File: src/inc/eec_pkg.sv
// shared constants and types of the 24-bit edge event counter
package eec_pkg;

    // ------------------------------------------------------------------
    // counter
    // ------------------------------------------------------------------
    localparam int COUNT_W = 24;
    localparam logic [23:0] COUNT_RST = 24'h000000;
    localparam logic [23:0] COUNT_MAX = 24'hffffff;
    localparam logic [23:0] COUNT_ONE = 24'h000001;
    localparam logic WRAP_RST = 1'b0;

    // ------------------------------------------------------------------
    // two-wire slave
    // ------------------------------------------------------------------
    localparam logic [6:0] SLAVE_ADDR = 7'h3a;
    localparam logic [4:0] BITS_RST = 5'h00;
    localparam logic [4:0] BITS_ONE = 5'h01;
    localparam logic [4:0] ADDR_BITS = 5'h08;
    localparam logic [4:0] TX_BITS = 5'h18;
    localparam int SYNC_W = 4;
    localparam int SYNC_CNT = 0;
    localparam int SYNC_RUN = 1;
    localparam int SYNC_SCL = 2;
    localparam int SYNC_SDA = 3;

    typedef enum logic [2:0] {
        ST_IDLE  = 3'b000,
        ST_ADDR  = 3'b001,
        ST_AWAIT = 3'b010,
        ST_AACK  = 3'b011,
        ST_TX    = 3'b100,
        ST_MACK  = 3'b101
    } eec_state_t;

endpackage : eec_pkg

File: src/hw/eec_sync.sv
// two-flop synchroniser, one per bit
`timescale 1ns/10ps
`default_nettype none

module eec_sync #(
    parameter int W = 4
) (
    input wire logic clk_i,
    input wire logic rst_n_i,
    input wire logic [W-1:0] async_i,
    output logic [W-1:0] sync_o
);

    // ------------------------------------------------------------------
    // per-bit stages
    // ------------------------------------------------------------------
    genvar gi;
    generate
        for (gi = 0; gi < W; gi = gi + 1) begin : g_bit
            logic meta;
            logic stab;
            // first stage feeds only the second, never any logic
            always_ff @(posedge clk_i or negedge rst_n_i) begin
                if (!rst_n_i) begin
                    meta <= 1'b0;
                    stab <= 1'b0;
                end else begin
                    meta <= async_i[gi];
                    stab <= meta;
                end
            end
            assign sync_o[gi] = stab;
        end
    endgenerate

endmodule : eec_sync

`default_nettype wire

File: src/hw/eec_counter.sv
// 24-bit rising-edge event counter with two-wire read-out slave
// Function
// - the count is a 24-bit unsigned up-counter covering zero to its all-ones maximum.
// - each low-to-high change of the count input adds exactly one, nothing else does.
// - a counting edge at the maximum wraps the count to zero instead of saturating.
// - the wrap output inverts once for every wrap from maximum to zero.
// - the wrap output is low after power-on until the first wrap.
// - while the counter reset pin is low the count stays cleared and edges are ignored.
// - once the counter reset pin is high, counting edges are counted.
// - the count is read by the bus master over the two-wire serial bus.
// - the data line moves in step with the serial clock and is only pulled low or released.
`timescale 1ns/10ps
`default_nettype none

module eec_counter (
    input wire logic clk_i,
    input wire logic resetn_i,
    input wire logic count_edge_input_i,
    input wire logic count_reset_n_i,
    input wire logic scl_i,
    input wire logic sda_i,
    output logic sda_o,
    output logic sda_oe_o,
    output logic wrap_o
);

    // ------------------------------------------------------------------
    // reset release
    // ------------------------------------------------------------------
    logic rst_meta;
    logic rst_n;

    // asynchronous assert, release through two flops
    always_ff @(posedge clk_i or negedge resetn_i) begin
        if (!resetn_i) begin
            rst_meta <= 1'b0;
            rst_n <= 1'b0;
        end else begin
            rst_meta <= 1'b1;
            rst_n <= rst_meta;
        end
    end

    // ------------------------------------------------------------------
    // pin synchronisers
    // ------------------------------------------------------------------
    logic [eec_pkg::SYNC_W-1:0] pins;
    logic [eec_pkg::SYNC_W-1:0] pins_s;

    // scl is only sampled, never driven
    assign pins = {sda_i, scl_i, count_reset_n_i, count_edge_input_i};

    eec_sync #(
        .W(eec_pkg::SYNC_W)
    ) u_sync (
        .clk_i(clk_i),
        .rst_n_i(rst_n),
        .async_i(pins),
        .sync_o(pins_s)
    );

    // ------------------------------------------------------------------
    // state
    // ------------------------------------------------------------------
    typedef struct packed {
        logic [23:0] count;
        logic wrap;
        logic cnt_prev;
        logic scl_prev;
        logic sda_prev;
        eec_pkg::eec_state_t st;
        logic [4:0] bits;
        logic [7:0] addr_sh;
        logic [23:0] tx_sh;
        logic ack_seen;
        logic sda_lvl;
        logic sda_oe;
    } eec_regs_t;

    eec_regs_t r;
    eec_regs_t next_r;

    logic cnt_s;
    logic run_s;
    logic scl_s;
    logic sda_s;
    logic cnt_edge;
    logic scl_rise;
    logic scl_fall;
    logic bus_start;
    logic bus_stop;

    assign cnt_s = pins_s[eec_pkg::SYNC_CNT];
    assign run_s = pins_s[eec_pkg::SYNC_RUN];
    assign scl_s = pins_s[eec_pkg::SYNC_SCL];
    assign sda_s = pins_s[eec_pkg::SYNC_SDA];

    // edge detection on the second stage outputs only
    assign cnt_edge = cnt_s & ~r.cnt_prev;
    assign scl_rise = scl_s & ~r.scl_prev;
    assign scl_fall = ~scl_s & r.scl_prev;
    assign bus_start = r.scl_prev & scl_s & r.sda_prev & ~sda_s;
    assign bus_stop = r.scl_prev & scl_s & ~r.sda_prev & sda_s;

    // ------------------------------------------------------------------
    // next state
    // ------------------------------------------------------------------
    always_comb begin
        next_r = r;
        next_r.cnt_prev = cnt_s;
        next_r.scl_prev = scl_s;
        next_r.sda_prev = sda_s;
        // open drain: the drive value is only ever low
        next_r.sda_lvl = 1'b0;

        // counter: reset pin dominates edges
        if (!run_s) begin
            next_r.count = eec_pkg::COUNT_RST;
        end else if (cnt_edge) begin
            if (r.count == eec_pkg::COUNT_MAX) begin
                next_r.count = eec_pkg::COUNT_RST;
                next_r.wrap = ~r.wrap;
            end else begin
                next_r.count = r.count + eec_pkg::COUNT_ONE;
            end
        end

        // two-wire slave: start and stop override any phase
        if (bus_stop) begin
            next_r.st = eec_pkg::ST_IDLE;
            next_r.sda_oe = 1'b0;
        end else if (bus_start) begin
            next_r.st = eec_pkg::ST_ADDR;
            next_r.bits = eec_pkg::BITS_RST;
            next_r.sda_oe = 1'b0;
        end else begin
            unique case (r.st)
                eec_pkg::ST_IDLE: begin
                    next_r.sda_oe = 1'b0;
                end
                eec_pkg::ST_ADDR: begin
                    // address and direction sampled on scl rise
                    if (scl_rise) begin
                        next_r.addr_sh = {r.addr_sh[6:0], sda_s};
                        next_r.bits = r.bits + eec_pkg::BITS_ONE;
                        if (r.bits == eec_pkg::ADDR_BITS - eec_pkg::BITS_ONE) begin
                            next_r.st = eec_pkg::ST_AWAIT;
                        end
                    end
                end
                eec_pkg::ST_AWAIT: begin
                    // only a read to our address is answered; writes are not acknowledged
                    if (scl_fall) begin
                        if (r.addr_sh == {eec_pkg::SLAVE_ADDR, 1'b1}) begin
                            next_r.st = eec_pkg::ST_AACK;
                            next_r.sda_oe = 1'b1;
                            next_r.tx_sh = r.count;
                        end else begin
                            next_r.st = eec_pkg::ST_IDLE;
                        end
                    end
                end
                eec_pkg::ST_AACK: begin
                    // first data bit goes out on the fall after the ack
                    if (scl_fall) begin
                        next_r.st = eec_pkg::ST_TX;
                        next_r.bits = eec_pkg::BITS_RST;
                        next_r.sda_oe = ~r.tx_sh[23];
                    end
                end
                eec_pkg::ST_TX: begin
                    if (scl_rise) begin
                        next_r.bits = r.bits + eec_pkg::BITS_ONE;
                    end else if (scl_fall) begin
                        if (r.bits[2:0] == 3'h0) begin
                            next_r.st = eec_pkg::ST_MACK;
                            next_r.sda_oe = 1'b0;
                        end else begin
                            next_r.tx_sh = {r.tx_sh[22:0], 1'b0};
                            next_r.sda_oe = ~r.tx_sh[22];
                        end
                    end
                end
                eec_pkg::ST_MACK: begin
                    if (scl_rise) begin
                        next_r.ack_seen = ~sda_s;
                    end else if (scl_fall) begin
                        // a nack or the last byte ends the read
                        if (r.ack_seen && (r.bits != eec_pkg::TX_BITS)) begin
                            next_r.st = eec_pkg::ST_TX;
                            next_r.tx_sh = {r.tx_sh[22:0], 1'b0};
                            next_r.sda_oe = ~r.tx_sh[22];
                        end else begin
                            next_r.st = eec_pkg::ST_IDLE;
                        end
                    end
                end
                default: begin
                    next_r.st = eec_pkg::ST_IDLE;
                    next_r.sda_oe = 1'b0;
                end
            endcase
        end
    end

    // ------------------------------------------------------------------
    // registers
    // ------------------------------------------------------------------
    // power-on clears the wrap flag; the counter reset pin leaves it alone
    always_ff @(posedge clk_i or negedge rst_n) begin
        if (!rst_n) begin
            r.count <= eec_pkg::COUNT_RST;
            r.wrap <= eec_pkg::WRAP_RST;
            r.cnt_prev <= 1'b0;
            r.scl_prev <= 1'b0;
            r.sda_prev <= 1'b0;
            r.st <= eec_pkg::ST_IDLE;
            r.bits <= eec_pkg::BITS_RST;
            r.addr_sh <= 8'h00;
            r.tx_sh <= eec_pkg::COUNT_RST;
            r.ack_seen <= 1'b0;
            r.sda_lvl <= 1'b0;
            r.sda_oe <= 1'b0;
        end else begin
            r <= next_r;
        end
    end

    assign sda_o = r.sda_lvl;
    assign sda_oe_o = r.sda_oe;
    assign wrap_o = r.wrap;
endmodule : eec_counter

`default_nettype wire

File: config.mk
export PLATFORM = sky130hd
export DESIGN_NAME = eec_counter
export DESIGN_NICKNAME = d
export VERILOG_FILES = /design/src/inc/eec_pkg.sv /design/src/hw/eec_sync.sv /design/src/hw/eec_counter.sv
export SDC_FILE = /design/constraint.sdc
export NUM_CORES = 1
export LEC_CHECK = 0
export BUFFER_PORTS_ARGS = -buffer_cell sky130_fd_sc_hd__buf_2
export CAP_MARGIN = 5
export CORE_ASPECT_RATIO = 1.1
export CORE_MARGIN = 10
export CORE_UTILIZATION = 30
export CTS_CLUSTER_DIAMETER = 150
export CTS_CLUSTER_SIZE = 16
export DETAILED_ROUTE_END_ITERATION = 10
export GPL_TIMING_DRIVEN = 1
export REMOVE_ABC_BUFFERS = 1
export SYNTH_ARGS = -nofsm -noshare
export SYNTH_HDL_FRONTEND = slang
export SYNTH_SLANG_ARGS = --single-unit
File: constraint.sdc
create_clock -name clk_i -period 3.2 [get_ports clk_i]
set_input_delay 0.64 -clock clk_i [delete_from_list [all_inputs] [get_ports clk_i]]
set_output_delay 0.64 -clock clk_i [all_outputs]
set_load 0.05 [all_outputs]
; Word level (Yosys, flattened, before mapping)
; Index checks and enable logic that the tools add are counted.
[classes]
addsub = 2
mul = 0
div = 0
order_cmp = 0
eq_ne = 34
shifts = 0
n_mux = 41
bitwise_logic = 18
reduce_logical = 12
[ops]
columns = cell, count
row1 = 2-to-1 mux 24 bit, 10
row2 = one-hot mux 24 bit (3 select lines), 1
row3 = inequality test 4 bit (second input constant), 11
row4 = 2-to-1 mux 3 bit, 9
row5 = 2-to-1 mux 25 bit, 1
row6 = adder 24 x 1 -> 24 bit (second input constant), 1
row7 = equality test 24 bit (second input constant), 1
row8 = inequality test 2 bit (second input constant), 9
row9 = one-hot mux 3 bit (6 select lines), 1
row10 = 2-to-1 mux 16 bit, 1
row11 = 2-to-1 mux 8 bit, 2
row12 = inequality test 3 bit (second input constant), 5
row13 = one-hot mux 5 bit (3 select lines), 1
row14 = 2-to-1 mux 1 bit, 12
row15 = AND reduction 11 bit, 1
row16 = inverter 1 bit, 10
row17 = AND reduction 10 bit, 1
row18 = AND reduction 9 bit, 1
row19 = AND 1 bit, 8
row20 = equality test 8 x 7 -> 1 bit (second input constant), 1
row21 = AND reduction 4 bit, 2
row22 = equality test 3 x 2 -> 1 bit (second input constant), 2
row23 = equality test 3 bit (second input constant), 2
row24 = zero test 3 bit, 2
row25 = other kinds (12), 12
[totals]
regBits = 80
latch_bits = 0
mem_bits_rw = 0
mem_bits_ro = 0
input_bits = 6
output_inout_bits = 3
wordCells = 128
n_memories = 0

; Depth between registers and ports, before layout
; Gate-level depths: netlist (run 1).
[logic_depth]
ltp_word = 8
mapped_depth = 9
mapped_depth_nobuf = 7

; Modules after synthesis
; From an unflattened synthesis (run 1), not the netlist that was laid out.
[unflattened]
hier_cells = 424
hier_area_um2 = 4068.9
[by_module_without_submodules]
columns = module, instances, cells_each, area_per_inst_um2, seq_area_each_um2
row1 = eec_counter, 1, 412, 3838.7, 1801.7
row2 = eec_sync, 1, 12, 230.2, 200.2

; Worst setup path before layout (run 1)
; Ideal clock, no wire load.
[synth_timing]
path_kind = register to register
startpoint = register r[47] (netlist name)
endpoint = register r[65] (netlist name)
setup_time_ns = 0.124
arrival_time_ns = 1.863
required_ns = 3.076
path_slack_ns = 1.213
stages_incl_launch_ff = 7
path_buffers = 0
period_less_slack_ns = 1.987
cell_sequence = dfrtp_1 > ha_1 > nand3_2 > nor4_4 > a31oi_2 > and3_1 > a211o_1
[synth_via]
elab_chain_cells = 4
word_cells_on_any_way = 5
classes_between = add/sub (1) / eq/ne (1) / mux (3)
[synth_lines]
columns = item, line_no
row1 = from (decl), eec_counter.sv:80  ; eec_regs_t r;
row2 = from (signal assigned), eec_counter.sv:225  ; r <= next_r;
row3 = adder 24 x 1 -> 24 bit / equality test 24 bit (equally long branches), "eec_counter.sv:124, eec_counter.sv:120"
row4 = 2-to-1 mux 24 bit (*), eec_counter.sv:120  ; if (r.count == eec_pkg::COUNT_MAX) begin
row5 = 2-to-1 mux 25 bit (*), eec_counter.sv:119  ; end else if (cnt_edge) begin
row6 = 2-to-1 mux 24 bit (*), eec_counter.sv:117  ; if (!run_s) begin
; Mark *: on every way between the ends. The rest lies on a longest branch, timed or not. The select of a mux whose other input is x is not followed.
; A chain may end at the register's enable or synchronous reset.

; Worst setup path after layout (run 1)
[layout_timing]
startpoint = register r[47] (netlist name)
endpoint = register r[67] (netlist name)
; Same word-level chain as after synthesis.

==> flow_metrics.py, run 1 <==
metrics = {
    "sta": {
        "setup_ws_ns": 0.701,
        "worstMarginPinSlew_ns": 0.995,
        "report.final.slew_viol_count": 0,
        "finalSetupTns_ns": 0,
        "rsz0062_at_grt": "no",
        "setup_viol": 0,
        "hold_violations": 0,
        "max-slew-margin-rel_pct": 33.7,
        "fmax_mhz": 400,
        "finalCritPeriodShare_pct": 78.1,
        "clock_skew_ns": 0.00778,
        "post-route-min-period_ns": 2.50,
    },
    "power": {
        "leakage_nw": 1.80,
        "total_power_mw": 2.15,
        "ir_drop_mv": 0.255,
        "power_density_nw_per_um2": 488,
    },
    "worst_hold_path": {
        "hp-class": "primary input to asynchronous set/reset pin",
    },
    "routing": {
        "routed_wl_mm": 7.69,
        "wl_per_cell_um": 13.8,
        "viasPerCell": 5.21,
        "dr.pass1.iters": 4,
        "vias": 2899,
        "dr.first_iter.drc_count": 242,
        "drc_errors": 0,
        "final_antenna_net_count": 0,
    },
    "floorplan": {
        "num_rows": 43,
        "core-area_um2": 12800,
        "io_pins": 9,
        "die_y_um": 141,
        "die_w_um": 130,
        "die_area_um2": 18200,
        "start_util_pct": 31.1,
    },
    "placement": {
        "io_buffers": 7,
        "dpl.hpwl_mm": 5.05,
        "place_ws_ns": 0.690,
        "placed_area_um2": 4100,
        "gp_congestion": 0.832,
    },
    "yosys": {
        "synth_edf_count": 0,
        "ys_ff_latch": 80,
        "syn-cell-area_um2": 3960,
        "synth.distinct_cells": 56,
        "synthTopCellsByArea": "dfrtp_1 51%, mux2i_1 5.6%, o21ai_0 5.6%",
        "synth_top_area_share_pct": 50.5,
        "yosysMostFrequentCell": "dfrtp_1",
        "netlist_top_cells_count": "80 x dfrtp_1, 55 x nand2_1, 44 x o21ai_0",
        "yosysTopAreaCell": "dfrtp_1",
        "synthCells": 398,
        "ys_seq_area_share_pct": 50.5,
        "yosys_warnings": 0,
        "synthArstFlopShare_pct": 100,
        "synth_area_per_cell_um2": 9.96,
        "synthFlopType": "dfrtp_1",
    },
    "finish": {
        "utilization_pct": 34.5,
        "syn2layout_area_growth_pct": 11.1,
        "multi_input_area_um2": 1800,
        "fillCellCount": 1248,
        "design_area_um2": 4400,
        "layout-drive-gt1-share_pct": 10.8,
        "fin_nets": 403,
        "register_area_um2": 2010,
        "diodes": 0,
    },
    "clock_tree": {
        "cts.sinks": 80,
        "cts_hold_buf": 0,
        "clk_latency_ns": 0.34,
        "cts_buffer_depth": 2,
        "tritoncts.num_buffers": 9,
        "root_buffer": "clkbuf_16",
        "cts_tree": "yes",
        "cts.clk_slew.worst_paths_ns": 0.06,
        "htree_levels": 3,
        "post_cts_resize_count": 0,
        "postCtsSetupBuffers": 0,
    },
    "critical_path": {
        "path_cells": "ha_1 > nand3_2 > nor4_4 > a31oi_2 > buf_4 > a41oi_1 > a31oi_1",
        "cp.arrival_ns": 2.70,
        "path_class": "flop to flop",
        "crit_fanout": 15,
        "cp-end-kind": "flop",
        "cp.required_ns": 3.40,
        "startpoint": "r[47]",
        "slowest_delay_ns": 0.56,
        "critical_path.startpoint_type": "flop",
        "critPathSlowestCell": "nor4_4",
        "rr_endpoint": "r[67]",
        "reg2regPathDepth": 7,
        "r2r_setup_slack_ns": 0.70,
        "rr_startpoint": "r[47]",
    },
    "grt": {
        "grt_max_degree": 79,
        "grt_pass1_wl_mm": 13.4,
        "grtUsageTotal_pct": 8.96,
        "antenna_found_initial": 0,
        "grt_pass1_vias": 2794,
        "grt_overflow_total": 0,
    },
    "run": {
        "drv_cap": 0,
    },
    "outcome": {
        "status": "finished clean",
    },
}
## sequential cells by signal (all words and copies together) (netlist names)
register	cells
u_sync.g_bit.meta	4
sda_oe_o	1
rst_n	1
u_sync.g_bit.stab	4
r	68
wrap_o	1
rst_meta	1
## worst max-delay path: cells and delay by family, from the launching register on
family,cells,cell delay [ns]
and+or+nand+nor,2,0.72
AOI/OAI and AO/OA,3,0.66
DFF,1,0.43
buffers and inverters,1,0.30
adders and majority gates,1,0.24
## layout make-up
cell class | instances | share of cell area (%)
clock buffers | 12 | 5.82
well taps | 157 | 4.46
repair buffers | 11 | 1.48
inverters | 8 | 0.682
flip-flops and latches | 80 | 45.5
clock inverters | 4 | 1.19
multi-input cells | 284 | 40.8
## routing by layer
layer / part of all wire, % / routed length [um] / global-route usage (%) / vias up
met5: 0 / 0 / 0 / -
met4: 1.4 / 110 / 4.38 / 0
met3: 3.8 / 289 / 2.94 / 8
met2: 48 / 3680 / 14.0 / 39
met1: 47 / 3610 / 10.8 / 1425
li1: - / - / - / 1427
## per-stage QoR
step / std cells / hold WS (ns)
2_1_floorplan: 372 / 0.331
3_3_place_gp: 540 / 0.332
3_5_place_dp: 540 / 0.335
4_1_cts: 556 / 0.0667
5_1_grt: 556 / 0.0649
6_report: 556 / 0.0787
## layout by cell type (no fill, tap or decap), drive strengths merged, types with 4 or more instances in the layout
master	synthesis	layout
a21o	7	7
a21oi	17	17
a31oi	15	15
a41oi	4	4
and2	4	4
and3	5	5
buf	17	11
clkbuf	9	12
dfrtp	80	80
inv	8	8
mux2	8	8
mux2i	22	22
nand2	55	55
nand2b	5	5
nand3	13	13
nand4	6	6
nor2	11	11
nor2b	6	6
nor3	4	4
nor3b	4	4
nor4	4	4
o21ai	45	45
or3	8	8
or4	5	5
## worst max-delay path by stage
stage	end	slack [ns]	cells past startpoint
after floorplan	r[10]	-1.17	4
after global placement	r[67]	0.83	7
after detailed placement	r[67]	0.69	7
after CTS	r[67]	0.68	7
after global routing	r[67]	0.51	7
final	r[67]	0.70	7
## cells by family (layout without fill, tap and decap cells)
| logic type | after synthesis | after routing | share of synthesized area (%) |
|---|---|---|---|
| adder cells (fa/ha/maj) | 3 | 3 | 0.947 |
| flip-flops | 80 | 80 | 50.5 |
| AO/OA/AOI/OAI | 108 | 108 | 16.9 |
| buffers and inverters | 34 | 35 | 4.33 |
| other | 2 | 2 | 0.190 |
| AND/OR/NAND/NOR | 137 | 137 | 18.4 |
| XOR/XNOR | 4 | 4 | 0.884 |
| multiplexers | 30 | 30 | 7.83 |
## where the power goes
group | switching (mW) | internal, mW
registers | 0.0294 | 1.02
clock network | 0.398 | 0.646
logic | 0.0318 | 0.0183
total | 0.460 | 1.69
(Power assumes the default switching activity.)
==> run 2: changes to the inputs <==
==> constraint.sdc (replaced) <==
create_clock -name clk_i -period 2.5 [get_ports clk_i]
set_input_delay 0.5 -clock clk_i [delete_from_list [all_inputs] [get_ports clk_i]]
set_output_delay 0.5 -clock clk_i [all_outputs]
set_load 0.05 [all_outputs]
==> run 2 against run 1 <==
Effect of this change:
- combinational power increased by 57%
- final cell count up 1.1%
- clock skew rose by 0.0024 ns
- largest cell class unchanged
==> flow_metrics.py, run 2 (synthesis results as in run 1) <==
metrics = {
    "grt": {
        "antenna_found_initial": 0,
        "grt_max_degree": 49,
        "grt_pass1_wl_mm": 13.4,
        "grt_overflow_total": 0,
        "grt_pass1_vias": 2774,
        "grtUsageTotal_pct": 9.10,
    },
    "sta": {
        "max-slew-margin-rel_pct": 56.8,
        "finalSetupTns_ns": 0,
        "report.final.slew_viol_count": 0,
        "fmax_mhz": 460,
        "finalCritPeriodShare_pct": 86.9,
        "post-route-min-period_ns": 2.17,
        "rsz0062_at_grt": "no",
        "worstMarginPinSlew_ns": 0.646,
        "setup_viol": 0,
        "clock_skew_ns": 0.0102,
        "hold_violations": 0,
    },
    "floorplan": {
        "die_y_um": 141,
        "num_rows": 43,
        "core-area_um2": 12800,
        "die_w_um": 130,
        "io_pins": 9,
        "start_util_pct": 31.1,
        "die_area_um2": 18200,
    },
    "power": {
        "ir_drop_mv": 0.294,
        "leakage_nw": 1.84,
        "power_density_nw_per_um2": 636,
    },
    "finish": {
        "top_regs": "r: 68 flops, u_sync.g_bit.meta: 4 flops, u_sync.g_bit.stab: 4 flops",
        "syn2layout_area_growth_pct": 12.7,
        "largest-register": "r",
        "final_common_cell": "dfrtp_1",
        "design_area_um2": 4470,
        "diodes": 0,
        "mostFrequentLayoutCells": "79 x dfrtp_1, 55 x nand2_1, 44 x o21ai_0, 22 x mux2i_1, 17 x a21oi_1",
        "largest_register_ffs": 68,
        "fin_nets": 409,
        "layout.cells.non_filler": 562,
        "layout-drive-gt1-share_pct": 11.9,
    },
    "critical_path": {
        "path_buf_inv": 1,
        "critPathSlowestCell": "dfrtp_1",
        "cp.required_ns": 2.70,
        "crit_fanout": 17,
        "cp-end-kind": "flop",
        "r2r_setup_slack_ns": 0.33,
        "path_class": "flop to flop",
        "slowest_delay_ns": 0.44,
        "critPathTopFamily": "simple AND/OR/NAND/NOR gates",
        "cp.arrival_ns": 2.37,
        "critical_path.startpoint_type": "flop",
        "path_cells": "ha_1 > nand3_2 > nor4_4 > a31oi_2 > buf_4 > a41oi_1 > a31oi_1",
    },
    "placement": {
        "dpl.hpwl_mm": 5.47,
        "placed_area_um2": 4130,
        "dp.cells": 545,
        "io_buffers": 7,
        "gp_congestion": 0.849,
    },
    "routing": {
        "final_antenna_net_count": 0,
        "drc_errors": 0,
        "wl_per_cell_um": 14.1,
        "routed_wl_mm": 7.93,
        "viasPerCell": 5.23,
        "dr.first_iter.drc_count": 305,
        "vias": 2938,
        "dr.pass1.iters": 4,
    },
    "clock_tree": {
        "root_buffer": "clkbuf_16",
        "htree_levels": 3,
        "cts_tree": "yes",
        "tritoncts.num_buffers": 9,
        "cts.sinks": 80,
        "clk_latency_ns": 0.35,
        "cts_buffer_depth": 2,
        "cts.clk_slew.worst_paths_ns": 0.06,
        "postCtsSetupBuffers": 0,
        "post_cts_resize_count": 0,
    },
    "worst_hold_path": {
        "hp-class": "primary input to flop",
    },
    "run": {
        "drv_cap": 0,
    },
    "outcome": {
        "status": "finished clean",
    },
}
-- run 2: changes by cell type in the layout (fill, tap and decap cells not counted) --
cell and change:
buf_4 +5, bufinv_16 +1, clkbuf_8 -2, clkinv_4 +2, clkinvlp_4 -2, dlygate4sd3_1 +1
inv_6 +1
-- run 2: metal layers --
metal / GRT usage [%] / share of wire, % / vias to the layer above
met3: 2.19 / 3.4 / 14
met5: 0 / 0 / -
met2: 14.0 / 47 / 52
met4: 5.57 / 2.5 / 0
met1: 11.2 / 47 / 1424
li1: - / - / 1448
-- run 2: final timing paths --
| check | from | to | cells after the start |
|---|---|---|---|
| worst min register to register | rst_n | r[68] | 0 |
| min in group asynchronous | rst_n | r[68] | 0 |
| worst max register to register | r[47] | r[54] | 7 |
| max in group asynchronous | rst_n | r[49] | 1 |
| worst max-delay path | r[47] | r[54] | 7 |
| worst min-delay path | count_edge_input_i | u_sync.g_bit[0].meta | 1 |
-- run 2: final cells by class --
type                    instances  area [um^2]
fillers                      1231         8290
flip-flops and latches         80         2010
multi-input cells             284         1800
clock buffers                  10          229
well taps                     157          196
repair buffers                 17          113
clock inverters                 6         93.8
inverters                       8         30.0
-- run 2: stage by stage --
stage | total power, mW | utilization (%) | hold slack (ns) | setup slack, ns
detailed placement | 1.44 | 32.4 | 0.289 | 0.373
global placement | 1.44 | 32.4 | 0.286 | 0.452
floorplan | 1.41 | - | 0.204 | -1.87
finish | 2.84 | 35.0 | 0.261 | 0.327
global route | 2.94 | 35.0 | 0.252 | 0.191
CTS | 2.87 | 35.0 | 0.250 | 0.364
-- run 2: report_power, final --
part           internal (mW)  switching [mW]  leakage (nW)
registers               1.31          0.0259          1.09
logic                 0.0263          0.0526         0.602
clock network          0.881           0.542         0.153
-- run 2: worst register-to-register path: cells and delay by family, from the launching register on --
kind	cells	cell delay [ns]
DFF	1	0.44
AOI/OAI and AO/OA	3	0.54
adders and majority gates	1	0.23
buffers and inverters	1	0.27
and+or+nand+nor	2	0.56
-- run 2: repair_timing --
| item | CTS | global route |
|---|---|---|
| hold endpoints to repair | 2 | 0 |
| setup endpoints to repair | 0 | 0 |
| hold buffers | 1 | 0 |
